## src/ppi_consts.svh

```systemverilog
// Offsets, field positions and reset values of the pad pull inhibit registers
`ifndef PPI_CONSTS_SVH
`define PPI_CONSTS_SVH

// Register width and word indexes (byte address is four times the index)
`define PPI_REG_W 16
`define PPI_IDX_SPORT 16'h1c17
`define PPI_IDX_TWO 16'h1c18

// Reset values and writable-bit masks
`define PPI_SPORT_RST 16'h3f3f
`define PPI_SPORT_WMASK 16'h3f3f
`define PPI_TWO_RST 16'h603f
`define PPI_TWO_WMASK 16'h7f3f

// Field positions
`define PPI_HI_LSB 8
`define PPI_LO_LSB 0
`define PPI_FIELD_W 6
`define PPI_PULLUP_W 7
`define PPI_RSVD_HI 15
`define PPI_RSVD_MID_LSB 6

// Bus responses
`define PPI_RESP_OKAY 2'h0
`define PPI_RESP_SLVERR 2'h2

`endif

```

## src/ppi_pkg.sv

```systemverilog
// Types shared by the pad pull inhibit register bank
`default_nettype none
package ppi_pkg;

    typedef enum logic [1:0] {
        ppi_sel_none,
        ppi_sel_sport,
        ppi_sel_two
    } ppi_sel_t;

    typedef struct packed {
        logic sport1_pin5_pd_off;
        logic sport1_pin4_pd_off;
        logic sport1_pin3_pd_off;
        logic sport1_pin2_pd_off;
        logic sport1_pin1_pd_off;
        logic sport1_pin0_pd_off;
        logic sport0_pin5_pd_off;
        logic sport0_pin4_pd_off;
        logic sport0_pin3_pd_off;
        logic sport0_pin2_pd_off;
        logic sport0_pin1_pd_off;
        logic sport0_pin0_pd_off;
    } ppi_sport_pd_t;

    typedef struct packed {
        logic irq_pin1_pullup_off;
        logic irq_pin0_pullup_off;
        logic reset_pin_pullup_off;
        logic emulation_pins_pullup_off;
        logic jtag_data_in_pullup_off;
        logic jtag_mode_select_pullup_off;
        logic jtag_clock_pullup_off;
        logic addr20_pulldown_off;
        logic addr19_pulldown_off;
        logic addr18_pulldown_off;
        logic addr17_pulldown_off;
        logic addr16_pulldown_off;
        logic addr15_pulldown_off;
    } ppi_pad_pull_t;

endpackage
`default_nettype wire

```

## src/ppi_top.sv

```systemverilog
// Pad pull inhibit register bank behind an AXI4-Lite slave
`timescale 1ns/10ps
`default_nettype none
`include "ppi_consts.svh"
module ppi_top #(
    parameter int ADDR_W = 16
) (
    // Clock and reset
    input wire logic aclk,
    input wire logic aresetn,
    // AXI4-Lite write address and data
    input wire logic [ADDR_W-1:0] awaddr,
    input wire logic awvalid,
    output logic awready,
    input wire logic [31:0] wdata,
    input wire logic [3:0] wstrb,
    input wire logic wvalid,
    output logic wready,
    // AXI4-Lite write response
    output logic [1:0] bresp,
    output logic bvalid,
    input wire logic bready,
    // AXI4-Lite read
    input wire logic [ADDR_W-1:0] araddr,
    input wire logic arvalid,
    output logic arready,
    output logic [31:0] rdata,
    output logic [1:0] rresp,
    output logic rvalid,
    input wire logic rready,
    // Pad pull controls
    output ppi_pkg::ppi_sport_pd_t sport_pads,
    output ppi_pkg::ppi_pad_pull_t pin_pulls
);
    import ppi_pkg::*;

    localparam logic [ADDR_W-1:0] SPORT_ADDR = ADDR_W'({`PPI_IDX_SPORT, 2'b00});
    localparam logic [ADDR_W-1:0] TWO_ADDR = ADDR_W'({`PPI_IDX_TWO, 2'b00});

    // Word decode, low two address bits ignored
    function automatic ppi_sel_t reg_decode(input logic [ADDR_W-1:0] a);
        ppi_sel_t s;
        s = ppi_sel_none;
        if (a[ADDR_W-1:2] == SPORT_ADDR[ADDR_W-1:2]) begin
            s = ppi_sel_sport;
        end else if (a[ADDR_W-1:2] == TWO_ADDR[ADDR_W-1:2]) begin
            s = ppi_sel_two;
        end
        return s;
    endfunction

    logic wr_en;
    logic [ADDR_W-1:0] wr_addr;
    logic [31:0] wr_data;
    logic [3:0] wr_strb;
    logic wr_err;
    logic [ADDR_W-1:0] rd_addr;
    logic [31:0] rd_data;
    logic rd_err;
    ppi_sel_t wr_sel;
    ppi_sel_t rd_sel;
    logic wr_sport;
    logic wr_two;
    logic [`PPI_REG_W-1:0] sport_q;
    logic [`PPI_REG_W-1:0] two_q;

    ppi_axil_slave #(
        .ADDR_W(ADDR_W)
    ) u_bus (
        .aclk(aclk),
        .aresetn(aresetn),
        .awaddr(awaddr),
        .awvalid(awvalid),
        .awready(awready),
        .wdata(wdata),
        .wstrb(wstrb),
        .wvalid(wvalid),
        .wready(wready),
        .bresp(bresp),
        .bvalid(bvalid),
        .bready(bready),
        .araddr(araddr),
        .arvalid(arvalid),
        .arready(arready),
        .rdata(rdata),
        .rresp(rresp),
        .rvalid(rvalid),
        .rready(rready),
        .wr_en(wr_en),
        .wr_addr(wr_addr),
        .wr_data(wr_data),
        .wr_strb(wr_strb),
        .wr_err(wr_err),
        .rd_addr(rd_addr),
        .rd_data(rd_data),
        .rd_err(rd_err)
    );

    // Write steering; unmapped writes are dropped and answered with an error
    assign wr_sel = reg_decode(wr_addr);
    assign wr_sport = wr_en && (wr_sel == ppi_sel_sport);
    assign wr_two = wr_en && (wr_sel == ppi_sel_two);
    assign wr_err = (wr_sel == ppi_sel_none);

    // Serial pad pulldown inhibits, all set at reset
    ppi_inhibit_reg #(
        .WIDTH(`PPI_REG_W),
        .RST(`PPI_SPORT_RST),
        .WMASK(`PPI_SPORT_WMASK)
    ) u_serial_pad_pulldown_inhibit (
        .aclk(aclk),
        .aresetn(aresetn),
        .wr_en(wr_sport),
        .wdata(wr_data[`PPI_REG_W-1:0]),
        .wstrb(wr_strb[1:0]),
        .q(sport_q)
    );

    // Pullup and address pulldown inhibits, bit 15 and bits 7..6 fixed at zero
    ppi_inhibit_reg #(
        .WIDTH(`PPI_REG_W),
        .RST(`PPI_TWO_RST),
        .WMASK(`PPI_TWO_WMASK)
    ) u_pullup_pulldown_inhibit_two (
        .aclk(aclk),
        .aresetn(aresetn),
        .wr_en(wr_two),
        .wdata(wr_data[`PPI_REG_W-1:0]),
        .wstrb(wr_strb[1:0]),
        .q(two_q)
    );

    // Read mux, upper half of the word reads zero
    assign rd_sel = reg_decode(rd_addr);
    assign rd_err = (rd_sel == ppi_sel_none);
    assign rd_data = (rd_sel == ppi_sel_sport) ? {16'h0000, sport_q} :
                     (rd_sel == ppi_sel_two) ? {16'h0000, two_q} : 32'h0000_0000;

    // Serial port 1 pads
    assign sport_pads.sport1_pin5_pd_off = sport_q[13];
    assign sport_pads.sport1_pin4_pd_off = sport_q[12];
    assign sport_pads.sport1_pin3_pd_off = sport_q[11];
    assign sport_pads.sport1_pin2_pd_off = sport_q[10];
    assign sport_pads.sport1_pin1_pd_off = sport_q[9];
    assign sport_pads.sport1_pin0_pd_off = sport_q[8];
    // Serial port 0 pads
    assign sport_pads.sport0_pin5_pd_off = sport_q[5];
    assign sport_pads.sport0_pin4_pd_off = sport_q[4];
    assign sport_pads.sport0_pin3_pd_off = sport_q[3];
    assign sport_pads.sport0_pin2_pd_off = sport_q[2];
    assign sport_pads.sport0_pin1_pd_off = sport_q[1];
    assign sport_pads.sport0_pin0_pd_off = sport_q[0];
    // Control pin pullups
    assign pin_pulls.irq_pin1_pullup_off = two_q[14];
    assign pin_pulls.irq_pin0_pullup_off = two_q[13];
    assign pin_pulls.reset_pin_pullup_off = two_q[12];
    assign pin_pulls.emulation_pins_pullup_off = two_q[11];
    assign pin_pulls.jtag_data_in_pullup_off = two_q[10];
    assign pin_pulls.jtag_mode_select_pullup_off = two_q[9];
    assign pin_pulls.jtag_clock_pullup_off = two_q[8];
    // Upper address pad pulldowns
    assign pin_pulls.addr20_pulldown_off = two_q[5];
    assign pin_pulls.addr19_pulldown_off = two_q[4];
    assign pin_pulls.addr18_pulldown_off = two_q[3];
    assign pin_pulls.addr17_pulldown_off = two_q[2];
    assign pin_pulls.addr16_pulldown_off = two_q[1];
    assign pin_pulls.addr15_pulldown_off = two_q[0];
endmodule // ppi_top
`default_nettype wire

```

## src/ppi_inhibit_reg.sv

```systemverilog
// One inhibit register with per-bit reset values and read-only-zero reserved bits
`timescale 1ns/10ps
`default_nettype none
`include "ppi_consts.svh"
module ppi_inhibit_reg #(
    parameter int WIDTH = `PPI_REG_W,
    parameter logic [WIDTH-1:0] RST = '0,
    parameter logic [WIDTH-1:0] WMASK = '1
) (
    // Clock and reset
    input wire logic aclk,
    input wire logic aresetn,
    // Write port
    input wire logic wr_en,
    input wire logic [WIDTH-1:0] wdata,
    input wire logic [WIDTH/8-1:0] wstrb,
    // Stored value
    output logic [WIDTH-1:0] q
);

    genvar i;
    generate
        for (i = 0; i < WIDTH; i++) begin : g_bit
            if (WMASK[i]) begin : g_rw
                logic bit_q;
                always_ff @(posedge aclk) begin
                    if (!aresetn) begin
                        bit_q <= RST[i];
                    end else if (wr_en && wstrb[i/8]) begin
                        bit_q <= wdata[i];
                    end
                end
                assign q[i] = bit_q;
            end else begin : g_ro
                assign q[i] = 1'b0;
            end
        end
    endgenerate
endmodule // ppi_inhibit_reg
`default_nettype wire

```

## src/ppi_axil_slave.sv

```systemverilog
// AXI4-Lite slave front end: up to two writes and one read in flight, registered answers
`timescale 1ns/10ps
`default_nettype none
`include "ppi_consts.svh"
module ppi_axil_slave #(
    parameter int ADDR_W = 16
) (
    // Clock and reset
    input wire logic aclk,
    input wire logic aresetn,
    // Write address and data
    input wire logic [ADDR_W-1:0] awaddr,
    input wire logic awvalid,
    output logic awready,
    input wire logic [31:0] wdata,
    input wire logic [3:0] wstrb,
    input wire logic wvalid,
    output logic wready,
    // Write response
    output logic [1:0] bresp,
    output logic bvalid,
    input wire logic bready,
    // Read address and data
    input wire logic [ADDR_W-1:0] araddr,
    input wire logic arvalid,
    output logic arready,
    output logic [31:0] rdata,
    output logic [1:0] rresp,
    output logic rvalid,
    input wire logic rready,
    // Register file side
    output logic wr_en,
    output logic [ADDR_W-1:0] wr_addr,
    output logic [31:0] wr_data,
    output logic [3:0] wr_strb,
    input wire logic wr_err,
    output logic [ADDR_W-1:0] rd_addr,
    input wire logic [31:0] rd_data,
    input wire logic rd_err
);

    logic aw_hold_q, aw_hold_d, w_hold_q, w_hold_d;
    logic awready_q, wready_q, arready_q;
    logic bvalid_q, bvalid_d, rvalid_q, rvalid_d;
    logic aw_fire, w_fire, ar_fire;
    logic [ADDR_W-1:0] addr_q;
    logic [31:0] data_q, rdata_q;
    logic [3:0] strb_q;
    logic [1:0] bresp_q, rresp_q;

    // Address and data are held until both are in and no response is pending
    assign aw_fire = awvalid && awready_q;
    assign w_fire = wvalid && wready_q;
    assign ar_fire = arvalid && arready_q;
    assign wr_en = aw_hold_q && w_hold_q && !bvalid_q;
    assign aw_hold_d = aw_fire || (aw_hold_q && !wr_en);
    assign w_hold_d = w_fire || (w_hold_q && !wr_en);
    assign bvalid_d = wr_en || (bvalid_q && !bready);
    assign rvalid_d = ar_fire || (rvalid_q && !rready);

    always_ff @(posedge aclk) begin
        if (!aresetn) begin
            aw_hold_q <= 1'b0;
            w_hold_q <= 1'b0;
            awready_q <= 1'b0;
            wready_q <= 1'b0;
            arready_q <= 1'b0;
            bvalid_q <= 1'b0;
            rvalid_q <= 1'b0;
            addr_q <= '0;
            data_q <= 32'h0000_0000;
            strb_q <= 4'h0;
            rdata_q <= 32'h0000_0000;
            bresp_q <= `PPI_RESP_OKAY;
            rresp_q <= `PPI_RESP_OKAY;
        end else begin
            aw_hold_q <= aw_hold_d;
            w_hold_q <= w_hold_d;
            awready_q <= !aw_hold_d;
            wready_q <= !w_hold_d;
            arready_q <= !rvalid_d;
            bvalid_q <= bvalid_d;
            rvalid_q <= rvalid_d;
            if (aw_fire) begin
                addr_q <= awaddr;
            end
            if (w_fire) begin
                data_q <= wdata;
                strb_q <= wstrb;
            end
            if (wr_en) begin
                bresp_q <= wr_err ? `PPI_RESP_SLVERR : `PPI_RESP_OKAY;
            end
            if (ar_fire) begin
                rdata_q <= rd_data;
                rresp_q <= rd_err ? `PPI_RESP_SLVERR : `PPI_RESP_OKAY;
            end
        end
    end

    assign awready = awready_q;
    assign wready = wready_q;
    assign bvalid = bvalid_q;
    assign bresp = bresp_q;
    assign arready = arready_q;
    assign rvalid = rvalid_q;
    assign rdata = rdata_q;
    assign rresp = rresp_q;
    assign wr_addr = addr_q;
    assign wr_data = data_q;
    assign wr_strb = strb_q;
    assign rd_addr = araddr;
endmodule // ppi_axil_slave
`default_nettype wire

```

## config.mk

```make
export PLATFORM = sky130hd
export DESIGN_NAME = ppi_top
export DESIGN_NICKNAME = d
export VERILOG_FILES = /design/src/ppi_pkg.sv /design/src/ppi_top.sv /design/src/ppi_inhibit_reg.sv /design/src/ppi_axil_slave.sv
export VERILOG_INCLUDE_DIRS = /design/src
export SDC_FILE = /design/constraint.sdc
export NUM_CORES = 1
export LEC_CHECK = 0
export CAP_MARGIN = 20
export CORE_MARGIN = 3
export CORE_UTILIZATION = 60
export DETAILED_ROUTE_END_ITERATION = 10
export DONT_BUFFER_PORTS = 1
export PLACE_DENSITY = 0.83
export RECOVER_POWER = 100
export SYNTH_ARGS = -nofsm -noshare
export SYNTH_HDL_FRONTEND = slang
export SYNTH_SLANG_ARGS = --single-unit
```

## constraint.sdc

```tcl
create_clock -name aclk -period 2.4 [get_ports aclk]
set_input_delay 0 -clock aclk [delete_from_list [all_inputs] [get_ports aclk]]
set_output_delay 0 -clock aclk [all_outputs]
set_load 0.01 [all_outputs]
```

==> results_dict.tcl <==
set metrics [dict create \
    grt.overflow.total 0 \
    tritoncts "yes" \
    grt_pass1_vias 2332 \
    hold_start "aresetn" \
    drc 0 \
    cts-hold-fix-buffers 32 \
    crit_path_start_kind "register" \
    path_clk_slew_ps 80 \
    drv_slew 0 \
    via_count 2426 \
    max_slew_margin 0.490 \
    whs_ps 65.9 \
    ys_types 33 \
    n_antenna_cell 0 \
    drtIter0Drc 82 \
    hold_depth 2 \
    syn-instance-count 385 \
    ys_seq_area_frac 0.438 \
    cts_root_buf "clkbuf_8" \
    async_flop_share 0 \
    initial_utilization 0.627 \
    criticalPathCategory "reg2reg" \
    clk_path_buf_depth 2 \
    fin_nets 456 \
    hold_viol 0 \
    ir_drop_v 0.000380 \
    numCtsBuffers 9 \
    final_common_cell "dfxtp_1" \
    drive_above_1_share 0.0519 \
    viasPerCell 5.31 \
    coreArea_um2 5540 \
    areaGrowthSynthToFinish_pct 7.34 \
    routed_wl_um 6760 \
    gp_congestion 0.680 \
    fin_area_um2 3730 \
    finalWorstSetupSlack_ps 508 \
    r2r-start "u_bus.wr_addr[7]" \
    ff2ff_setup_slack_ps 510 \
    cts-resized-gates 0 \
    setup_viol 0 \
    port_buffers 0 \
    most-common-layout-cells "dfxtp_1, nand2_1, nor2b_1" \
    rsz0062_at_grt "no" \
    pwr_density_cell_nw_per_um2 663 \
    rr_worst_depth 4 \
    die-width_um 82.1 \
    yosysWarnings 0 \
    end_kind "register" \
    finalCritPeriodShare 0.788 \
    htree_levels 3 \
    whs_endpoint "u_bus.wr_strb[1]" \
    required_ps 2660 \
    fmax_mhz 528 \
    clkSinkCount 76 \
    hp-class "in2reg" \
    firstDrtPassIters 4 \
    ios 141 \
    rows 27 \
    grt_pass1_wl_um 10700 \
    dp.final_hpwl_um 4530 \
    pre_cts_slack_ps 496 \
    synth_area_um2 3480 \
    grt_usage 0.207 \
    worst_pin_slew_ps 760 \
    avgRoutedWirePerCell_um 14.8 \
    cp_max_fo 7 \
    leakagePower_nw 1.39 \
    die_y_um 82.1 \
    post_synth.cell_area_avg_um2 9.03 \
    synth_seq_cells 76 \
    synth-edff-count 0 \
    status "finished clean" \
    dieArea_um2 6740 \
    antenna_found_initial 0 \
    finClkSkew_ps 5.63 \
    tns_ps 0 \
    maxCapViolCount 0 \
    fin_crit_ps 1890 \
    placed_cell_area_um2 3210 \
    clkLatencyLatePin_ps 330 \
    grt_max_degree 96 \
    route.antenna.remaining_nets 0 \
    cp.arrival_ps 2150 \
    cts_setup_buffers 0 \
    synthFlopType "dfxtp_1" \
]
-- synth_stat cells (2+ instances only) --
cell       n  area share
dfxtp_1   76        0.44
nand2_1   73       0.079
buf_4     47        0.10
nor2b_1   36       0.065
a21boi_0  31       0.067
mux2i_1   25       0.072
clkbuf_1  18       0.019
o21ai_0   13       0.019
a221oi_1  12       0.030
nor2_1    12       0.013
and2_1     5      0.0090
and3_1     5      0.0090
nand2b_1   4      0.0072
a21oi_1    3      0.0043
nand3_1    3      0.0043
buf_2      2      0.0029
nor4_4     2       0.012
nor4b_1    2      0.0050
or4b_4     2      0.0079
-- sequential cells by signal, indices dropped and copies added, names as in the netlist --
name and flops:
u_bus.wr_addr 14, u_bus.rdata 13, u_bus.wr_data 13, u_pullup_pulldown_inhibit_two.g_bit.g_rw.bit_q 13
u_serial_pad_pulldown_inhibit.g_bit.g_rw.bit_q 12, u_bus.wr_strb 2, u_bus.arready 1, u_bus.aw_hold_q 1
u_bus.awready 1, u_bus.bresp 1, u_bus.bvalid 1, u_bus.rresp 1
u_bus.rvalid 1, u_bus.w_hold_q 1, u_bus.wready 1
-- layer usage --
metal	vias up	global-route usage	routed length (µm)
li1	1218	-	-
met1	1133	0.251	2940
met2	71	0.353	3370
met3	4	0.0521	387
met4	0	0.0748	59
met5	-	0	0
-- power by group --
part / switching, mW / internal (mW)
clock network: 0.421 / 0.504
logic: 0.107 / 0.0954
registers: 0.0391 / 1.31
-- cells by family (layout without fill, tap and decap cells) --
group,Yosys count,in the layout,synth area share
muxes,25,25,0.0720
AOI/OAI and AO/OA,62,62,0.128
and+or+nand+nor,152,152,0.233
other,1,21,0.00108
DFF,76,76,0.438
buffers and inverters,69,49,0.129
-- worst max-delay path by stage --
stage	from	endpoint	slack, ps	depth (start not counted)
6_report	u_bus.wr_addr[7]	register	510	4
2_1_floorplan	u_bus.wr_addr[7]	register	900	5
5_1_grt	u_bus.wr_addr[7]	register	260	4
3_3_place_gp	u_bus.wr_addr[7]	register	550	4
3_5_place_dp	u_bus.wr_addr[7]	register	500	4
4_1_cts	u_bus.wr_addr[7]	register	470	4
-- area by class of cell --
type                            instances  area (µm²)
Fill cell                             446        1810
Multi-Input combinational cell        260        1580
Sequential cell                        76        1520
Timing Repair Buffer                   34         353
Clock buffer                           13         149
Tap cell                               72        90.1
Clock inverter                          2        35.0
-- worst max-delay path, stage by stage (launching register included) --
cell     delay, ps
dfxtp_1        320
nor4b_1        420
and4_1         360
and3_1         480
mux2i_1        240
-- stage by stage --
step,instances,util,total power [mW]
2_1_floorplan,405,-,1.53
3_3_place_gp,410,0.579,1.51
3_5_place_dp,410,0.579,1.51
4_1_cts,457,0.673,2.49
5_1_grt,457,0.673,2.58
6_report,457,0.673,2.47
(Power assumes the default switching activity.)
